<file path="src/rtl/qec_pkg.sv">
// Constants, register map and types for the quadrature encoder control block.
// Assumes an APB master with 32-bit data; every register takes one aligned word.
//
// Contract
// - Counters run only while counter_enable is one; registers stay accessible.
// - With stop_in_idle set, operation halts while the device is idle.
// - Control bit 14 is unimplemented, reads zero, ignores writes.
// - position_init_mode sits in bits 12:10; 110 is modulo counting, 111 reserved.
// - Mode 101 resets the position counter when it equals the compare register.
// - Mode 100 loads the init value on the second index after home.
// - Mode 011 loads the init value on the first index after home.
// - Mode 010 loads the init value on the next index event.
// - Mode 001 clears the position counter on every index event.
// - Mode 000 leaves the position counter untouched by index events.
// - Index match needs phase B equal to the phase B match bit.
// - Index match needs phase A equal to the phase A match bit 8.
// - Divider in bits 6:4, polarity, gate, count mode in 3:0; all reset zero; only polarity acts, the other bits are just stored.
package qec_pkg;

    localparam logic [7:0]  QEC_CTRL_OFS  = 8'h00;
    localparam logic [7:0]  QEC_POS_OFS   = 8'h04;
    localparam logic [7:0]  QEC_INIT_OFS  = 8'h08;
    localparam logic [7:0]  QEC_GE_OFS    = 8'h0c;
    localparam logic [7:0]  QEC_STAT_OFS  = 8'h10;

    localparam int          QEC_EN_BIT    = 15;
    localparam int          QEC_SIDL_BIT  = 13;
    localparam int          QEC_PIM_HI    = 12;
    localparam int          QEC_PIM_LO    = 10;
    localparam int          QEC_IMB_BIT   = 9;
    localparam int          QEC_IMA_BIT   = 8;
    localparam int          QEC_POL_BIT   = 3;

    localparam logic [15:0] QEC_CTRL_RST  = 16'h0000;
    localparam logic [15:0] QEC_CTRL_MASK = 16'hbf7f;
    localparam logic [31:0] QEC_ZERO32    = 32'h0000_0000;

    typedef enum logic [2:0] {
        PIM_NONE  = 3'b000,
        PIM_CLR   = 3'b001,
        PIM_NEXT  = 3'b010,
        PIM_HOME1 = 3'b011,
        PIM_HOME2 = 3'b100,
        PIM_GE    = 3'b101,
        PIM_MOD   = 3'b110,
        PIM_RSV   = 3'b111
    } qec_pim_t;

    typedef enum logic [2:0] {
        HS_IDLE = 3'b001,
        HS_ARM1 = 3'b010,
        HS_ARM2 = 3'b100
    } qec_home_t;

endpackage

</file>
<file path="src/rtl/qec_sync.sv">
// Two-flop synchroniser for a group of asynchronous level inputs.
// Assumes the inputs change slowly relative to clk.
`timescale 1ns/1ps
module qec_sync #(
    parameter int W = 4
) (
    // Clock and reset
    input  wire logic         clk,
    input  wire logic         sys_rst,
    // Levels
    input  wire logic [W-1:0] din,
    output logic      [W-1:0] dout
);
    logic [W-1:0] meta_q;

    // The first stage feeds only the second stage.
    always_ff @(posedge clk) begin
        if (sys_rst) begin
            meta_q <= '0;
            dout   <= '0;
        end else begin
            meta_q <= din;
            dout   <= meta_q;
        end
    end
endmodule

</file>
<file path="src/rtl/qec_top.sv">
// Quadrature encoder position counter with index and home initialisation.
// Assumes an APB master on clk and asynchronous encoder pins.
`timescale 1ns/1ps
module qec_top
    import qec_pkg::*;
#(
    parameter int CW = 32
) (
    // Clock and reset
    input  wire logic        clk,
    input  wire logic        sys_rst,
    // APB slave
    input  wire logic [7:0]  paddr,
    input  wire logic        psel,
    input  wire logic        penable,
    input  wire logic        pwrite,
    input  wire logic [31:0] pwdata,
    output logic      [31:0] prdata,
    output logic             pready,
    output logic             pslverr,
    // Encoder pins
    input  wire logic        phase_a_input,
    input  wire logic        phase_b_input,
    input  wire logic        index_input,
    input  wire logic        home_input,
    // Device state
    input  wire logic        idle_mode,
    // Status outputs
    output logic [CW-1:0]    position_count,
    output logic             index_event,
    output logic             counter_running
);

    logic [15:0]   ctrl_q;
    logic [CW-1:0] pos_q;
    logic [CW-1:0] pos_d;
    logic [CW-1:0] init_q;
    logic [CW-1:0] ge_q;
    logic [3:0]    sync_s;
    logic          a_p_q;
    logic          b_p_q;
    logic          match_p_q;
    logic          home_p_q;
    logic          idle_q;
    qec_home_t     hs_q;
    qec_home_t     hs_d;
    logic [31:0]   rd_d;

    // Encoder inputs enter through the synchroniser.
    qec_sync #(
        .W    (4)
    ) u_sync (
        .clk     (clk),
        .sys_rst (sys_rst),
        .din     ({home_input, index_input, phase_b_input, phase_a_input}),
        .dout    (sync_s)
    );

    wire       a_s       = sync_s[0];
    wire       b_s       = sync_s[1];
    wire       idx_s     = sync_s[2];
    wire       home_s    = sync_s[3];

    // Control fields.
    wire       en_bit    = ctrl_q[QEC_EN_BIT];
    wire       sidl_bit  = ctrl_q[QEC_SIDL_BIT];
    wire [2:0] pim_raw   = ctrl_q[QEC_PIM_HI:QEC_PIM_LO];
    wire       imv_b     = ctrl_q[QEC_IMB_BIT];
    wire       imv_a     = ctrl_q[QEC_IMA_BIT];
    wire       pol_bit   = ctrl_q[QEC_POL_BIT];
    qec_pim_t  pim;
    assign pim = qec_pim_t'(pim_raw);

    // Idle only stops the block when stop_in_idle is set.
    wire       halt      = idle_q & sidl_bit;
    wire       run       = en_bit & ~halt;

    // APB decode; one wait state before every answer.
    wire       acc       = psel & penable;
    wire       fin       = acc & pready;
    wire       wr        = fin & pwrite;
    wire       sel_ctrl  = paddr == QEC_CTRL_OFS;
    wire       sel_pos   = paddr == QEC_POS_OFS;
    wire       sel_init  = paddr == QEC_INIT_OFS;
    wire       sel_ge    = paddr == QEC_GE_OFS;
    wire       sel_stat  = paddr == QEC_STAT_OFS;
    wire       mapped    = sel_ctrl | sel_pos | sel_init | sel_ge | sel_stat;
    wire       wr_ctrl   = wr & sel_ctrl;
    wire       wr_pos    = wr & sel_pos;
    wire       wr_init   = wr & sel_init;
    wire       wr_ge     = wr & sel_ge;

    // Index match needs both phase levels at their programmed values.
    wire       match_s   = idx_s & (b_s == imv_b) & (a_s == imv_a);
    wire       idx_evt   = run & match_s & ~match_p_q;
    wire       home_evt  = run & home_s & ~home_p_q;

    // Quadrature x4 decode; polarity flips the direction.
    wire       step      = a_s ^ a_p_q ^ b_s ^ b_p_q;
    wire       up        = (a_p_q ^ b_s) ^ pol_bit;
    wire       cnt_step  = run & step;

    wire       at_ge     = pos_q == ge_q;
    wire       at_zero   = pos_q == '0;
    wire       ld_home1  = idx_evt & (hs_q == HS_ARM1) & (pim == PIM_HOME1);
    wire       ld_home2  = idx_evt & (hs_q == HS_ARM2) & (pim == PIM_HOME2);
    wire       ld_next   = idx_evt & (pim == PIM_NEXT);
    wire       clr_idx   = idx_evt & (pim == PIM_CLR);
    wire       clr_ge    = run & (pim == PIM_GE) & at_ge;

    // Home sequencing for the two home-referenced modes.
    always_comb begin
        hs_d = hs_q;
        case (hs_q)
            HS_IDLE: begin
                if (home_evt) begin
                    hs_d = HS_ARM1;
                end
            end
            HS_ARM1: begin
                if (home_evt) begin
                    hs_d = HS_ARM1;
                end else if (idx_evt) begin
                    hs_d = (pim == PIM_HOME2) ? HS_ARM2 : HS_IDLE;
                end
            end
            HS_ARM2: begin
                if (home_evt) begin
                    hs_d = HS_ARM1;
                end else if (idx_evt) begin
                    hs_d = HS_IDLE;
                end
            end
            default: begin
                hs_d = HS_IDLE;
            end
        endcase
    end

    // Software write wins, then index or compare events, then counting.
    always_comb begin
        pos_d = pos_q;
        if (wr_pos) begin
            pos_d = pwdata[CW-1:0];
        end else if (ld_home1 | ld_home2 | ld_next) begin
            pos_d = init_q;
        end else if (clr_idx) begin
            pos_d = '0;
        end else if (clr_ge) begin
            pos_d = '0;
        end else if (cnt_step) begin
            if (pim == PIM_MOD && up && at_ge) begin
                pos_d = '0;
            end else if (pim == PIM_MOD && !up && at_zero) begin
                pos_d = ge_q;
            end else if (up) begin
                pos_d = pos_q + 1'b1;
            end else begin
                pos_d = pos_q - 1'b1;
            end
        end
        // Mode 000 and reserved mode fall through: index has no effect.
    end

    // Read mux; bit 14 and the other unimplemented bits read zero.
    always_comb begin
        rd_d = QEC_ZERO32;
        case (1'b1)
            sel_ctrl: rd_d = {16'h0000, ctrl_q & QEC_CTRL_MASK};
            sel_pos:  rd_d = 32'(pos_q);
            sel_init: rd_d = 32'(init_q);
            sel_ge:   rd_d = 32'(ge_q);
            sel_stat: rd_d = {24'h00_0000, hs_q, run, home_s, idx_s, b_s, a_s};
            default:  rd_d = QEC_ZERO32;
        endcase
    end

    // Control and reference registers.
    always_ff @(posedge clk) begin
        if (sys_rst) begin
            ctrl_q <= QEC_CTRL_RST;
            init_q <= '0;
            ge_q   <= '0;
        end else begin
            if (wr_ctrl) begin
                ctrl_q <= pwdata[15:0] & QEC_CTRL_MASK;
            end
            if (wr_init) begin
                init_q <= pwdata[CW-1:0];
            end
            if (wr_ge) begin
                ge_q <= pwdata[CW-1:0];
            end
        end
    end

    // Counter, edge history and home state.
    always_ff @(posedge clk) begin
        if (sys_rst) begin
            pos_q     <= '0;
            hs_q      <= HS_IDLE;
            a_p_q     <= 1'b0;
            b_p_q     <= 1'b0;
            match_p_q <= 1'b0;
            home_p_q  <= 1'b0;
            idle_q    <= 1'b0;
        end else begin
            pos_q     <= pos_d;
            hs_q      <= hs_d;
            a_p_q     <= a_s;
            b_p_q     <= b_s;
            match_p_q <= match_s;
            home_p_q  <= home_s;
            idle_q    <= idle_mode;
        end
    end

    // APB answer registers.
    always_ff @(posedge clk) begin
        if (sys_rst) begin
            pready  <= 1'b0;
            prdata  <= QEC_ZERO32;
            pslverr <= 1'b0;
        end else begin
            pready  <= acc & ~pready;
            prdata  <= (acc & ~pready & ~pwrite) ? rd_d : QEC_ZERO32;
            pslverr <= acc & ~pready & ~mapped;
        end
    end

    // Status outputs.
    always_ff @(posedge clk) begin
        if (sys_rst) begin
            position_count  <= '0;
            index_event     <= 1'b0;
            counter_running <= 1'b0;
        end else begin
            position_count  <= pos_d;
            index_event     <= idx_evt;
            counter_running <= run;
        end
    end
endmodule

</file>
<file path="config.mk">
export PLATFORM = sky130hd
export DESIGN_NAME = qec_top
export DESIGN_NICKNAME = d
export VERILOG_FILES = /design/src/rtl/qec_pkg.sv /design/src/rtl/qec_sync.sv /design/src/rtl/qec_top.sv
export SDC_FILE = /design/constraint.sdc
export NUM_CORES = 1
export LEC_CHECK = 0
export ABC_AREA = 1
export BUFFER_PORTS_ARGS = -buffer_cell sky130_fd_sc_hd__buf_2
export CORE_MARGIN = 3
export CORE_UTILIZATION = 60
export DETAILED_ROUTE_END_ITERATION = 12
export HOLD_SLACK_MARGIN = 0.02
export PLACE_DENSITY = 0.82
export SYNTH_ARGS = -nofsm -noshare
export SYNTH_HDL_FRONTEND = slang
export SYNTH_SLANG_ARGS = --single-unit
</file>
<file path="constraint.sdc">
create_clock -name clk -period 2.7 [get_ports clk]
set_input_delay 0.405 -clock clk [delete_from_list [all_inputs] [get_ports clk]]
set_output_delay 0.405 -clock clk [all_outputs]
set_load 0.05 [all_outputs]
</file>
==> results.md <==
* Share of layout cells above drive strength 1 at 19.28%
* Fmax at 0.3733 GHz
* CP Class: reg -> reg
* Sequential area share after synthesis at 32.01%
* CP endpoint kind: flop
* Wire per inst at 20.70 µm
* Final WL at 41.10 mm
* Post-route ant nets at 0
* Setup ws final at 0.02111 ns
* Crit path DAT at 2.99 ns
* Static leakage at 5.877 nW
* TritonCTS clock tree: yes
* DIE HEIGHT at roughly 140 µm
* Power Dens Cells at about 450 mW/mm²
* Met1 GRT Util at 56.68%
* Final nets at 1807
* Slew at the pin closest to its max-slew limit at 0.8947 ns
* Cell Rows at 46
* First-pass GRT wire length at 61.82 mm
* Dpl ws at 0.04055 ns
* Area grow syn2layout at 19.49%
* Count of cell types in the netlist at 49
* Syn Std Cell Area at 0.01013 mm²
* Number of remaining DRC errors at 0
* Critical path's top delay family: simple AND/OR/NAND/NOR gates
* Buffers on Ports at approximately 120
* Inserted Diodes at 0
* Shortest period the worst path allows at 2.679 ns
* DR pass1 iterations at 7
* Synth Flop Type: dfxtp_1
* Vias at about 12000
* DP Area at about 0.011 mm²
* H-Tree Depth at 4
* Peak supply drop at between 400 and 500 µV
* Synth warnings at 0
* Total grt overflow at 0
* Met2 Use GR at approximately two thirds
* Clk_lat worst skew at approximately 0.44 ns
* Syn Nets at 1660
* Final setup fails at 0
* Placer Congestion at between 1 and 1.5
* Slowest cell on the critical path: dfxtp_1
* Die ar. at 0.01848 mm²
* Initial core utilization at between 60% and 70%
* Status: finished, final reports clean
* Root Driver: clkbuf_16
* DR vias/cell at 6.259
* Initial DRC count at 1936
* Clock skew at ~0.014 ns
* Fin area at 0.01211 mm²
* Critical-path maximum fanout at 15
* Post-synth EDFFs at 0
* Slowest stage delay, CP at 0.51 ns
* Pin count of the biggest net entering global routing at between 70 and 80
* GR Layer Usage met3 at between 10 and 15%
* CTS Buf Count at 17
* Ys async rst share at 0%
* Die Width at 135.9 µm
* #FFs+latches synth at 162
* Max Cap Viol at 0
* Total GRT Usage at 43.45%
* Syn_area_per_cell at 6.296 µm²
* Ports at ~120
* Antenna violations before repair at 0
* Post-Synthesis Cells at 1609
* Worst setup SP type: flop
* Clock Pin Slew Worst Setup and Hold Paths at around 0.08 ns
* HPWL after DPL at 30.05 mm
* Clock Tree Buf Depth at 2
* Slew margin rel. at roughly two fifths
* Crit share post-route at 99.22%
* Vias in the first global route at 11370
* Hold Fails Final Rpt at 0
* Hold crit path type: in -> reg
* Worst Path Buf+Inv at 2
* Most frequent CP cell: nand2_1
* Grt peak-use layer: met2
* Critical path cell sequence: inv_1 -> nand2_1 -> nand4_1 -> nor3_1 -> nand2_1 -> nor2_1 -> nand2_1 -> o21ai_1 -> nand2_1 -> nand2_1 -> buf_6 -> nor2_1 -> nand2_1 -> nand2_1 -> o21ai_0 -> a21oi_1
* Clock Sinks at 162
* Pins Over Slew Limit at 0
* Core area at ~0.016 mm²
* Hold_ws at between 0.15 and 0.2 ns
* Critical Path RT at 3.01 ns
[synth_stat cells, drive strengths merged (3+ instances only)]
library cell | n | share of area, %
clkbuf | 51 | 1.9
a21oi | 107 | 5.4
a211oi | 36 | 2.7
buf | 32 | 2.1
o211ai | 20 | 1.5
nand4 | 13 | 0.86
a221o | 4 | 0.40
o31ai | 3 | 0.22
o21bai | 3 | 0.22
dfxtp | 162 | 32
o221ai | 5 | 0.43
inv | 248 | 9.2
nor3 | 28 | 1.4
xnor2 | 6 | 0.52
nor2 | 168 | 6.6
o22ai | 15 | 0.93
o41ai | 8 | 0.69
a41oi | 8 | 0.69
nand3 | 80 | 4.1
a221oi | 9 | 0.78
nand2 | 401 | 16
and2 | 4 | 0.25
nor4 | 6 | 0.52
xor2 | 20 | 1.7
o21ai | 154 | 7.6
a31oi | 10 | 0.62
[tightest hold or removal path: stages]
cell and delay [ns]:
buf_2 0.09, inv_1 0.04, nor2_1 0.03
[metal layers]
metal,vias up,wire (µm),part of all wire (%)
li1,5540,-,-
met5,-,0,0
met2,1036,17500,43
met1,5599,15020,37
met3,249,6115,15
met4,0,2454,6.0
[layout make-up]
class | count | area (µm²)
tap | 216 | 270.3
inverter | 249 | 937.1
multi-input combinational | 1116 | 5705
sequential | 162 | 3251
fill | 1337 | 4125
clock buffer | 17 | 425.4
timing repair buffer | 210 | 1341
clock inverter | 15 | 175.2
[worst paths after layout]
path                         start            endpoint  slack, ns  cells past startpoint
hold / removal       phase_b_input    u_sync.meta_q[1]       0.16                      3
setup / recovery           ge_q[5]  position_count[10]       0.02                     16
hold reg to reg   u_sync.meta_q[2]      u_sync.dout[2]       0.41                      2
setup reg to reg           ge_q[5]  position_count[10]       0.02                     16
[kinds of logic after synthesis]
group                    share of synthesized area, %
AO/OA/AOI/OAI                                   22.49
XOR/XNOR                                        2.248
adder cells (fa/ha/maj)                        0.1235
buffers and inverters                           13.21
flip-flops                                      32.01
AND/OR/NAND/NOR                                 29.91
[cells in the final DEF, fill, tap and decap left out, drive strengths merged, types with 4 or more instances in the layout]
cell type	Yosys	routed
xnor2	6	6
buf	32	210
o41ai	8	8
xor2	20	20
a31oi	10	10
inv	248	257
nor2	168	168
a41oi	8	8
a21oi	107	107
dfxtp	162	162
nor3	28	28
nand3	80	80
nor4	6	6
o22ai	15	15
clkbuf	51	17
a221o	4	4
nand2	401	402
and2	4	4
clkinv	1	7
nand4	13	13
a211oi	36	36
o221ai	5	5
o211ai	20	20
o21ai	154	154
a221oi	9	9
[power by group]
group	switching (mW)	internal (mW)
combinational	0.426	0.186
sequential	0.0168	2.41
clock	1.19	1.26
total	1.63	3.86
[stage by stage]
step / instances / util, % / power, mW / setup TNS (ns)
floorplan: 1609 / - / 2.867 / 0
global placement: 1948 / 69.75 / 3.036 / 0
detailed placement: 1948 / 69.75 / 3.047 / 0
CTS: 1980 / 73.45 / 5.434 / 0
global route: 1985 / 74.58 / 5.635 / -0.1078
finish: 1985 / 74.58 / 5.488 / 0
[what timing repair did]
action,CTS,global route
setup buffers,0,4
setup endpoints to repair,0,25
hold buffers,0,0
gates resized for setup,0,36
endpoints found under the hold margin,0,0
[sequential cells by signal, summed over array words and instances (netlist names), 3 cells and up]
signal and count:
u_sync.meta_q 4, u_sync.dout 4, ge_q 32, init_q 32, prdata 32, ctrl_q 14, position_count 32, hs_q 3
Power figures use the tool's default switching activity.
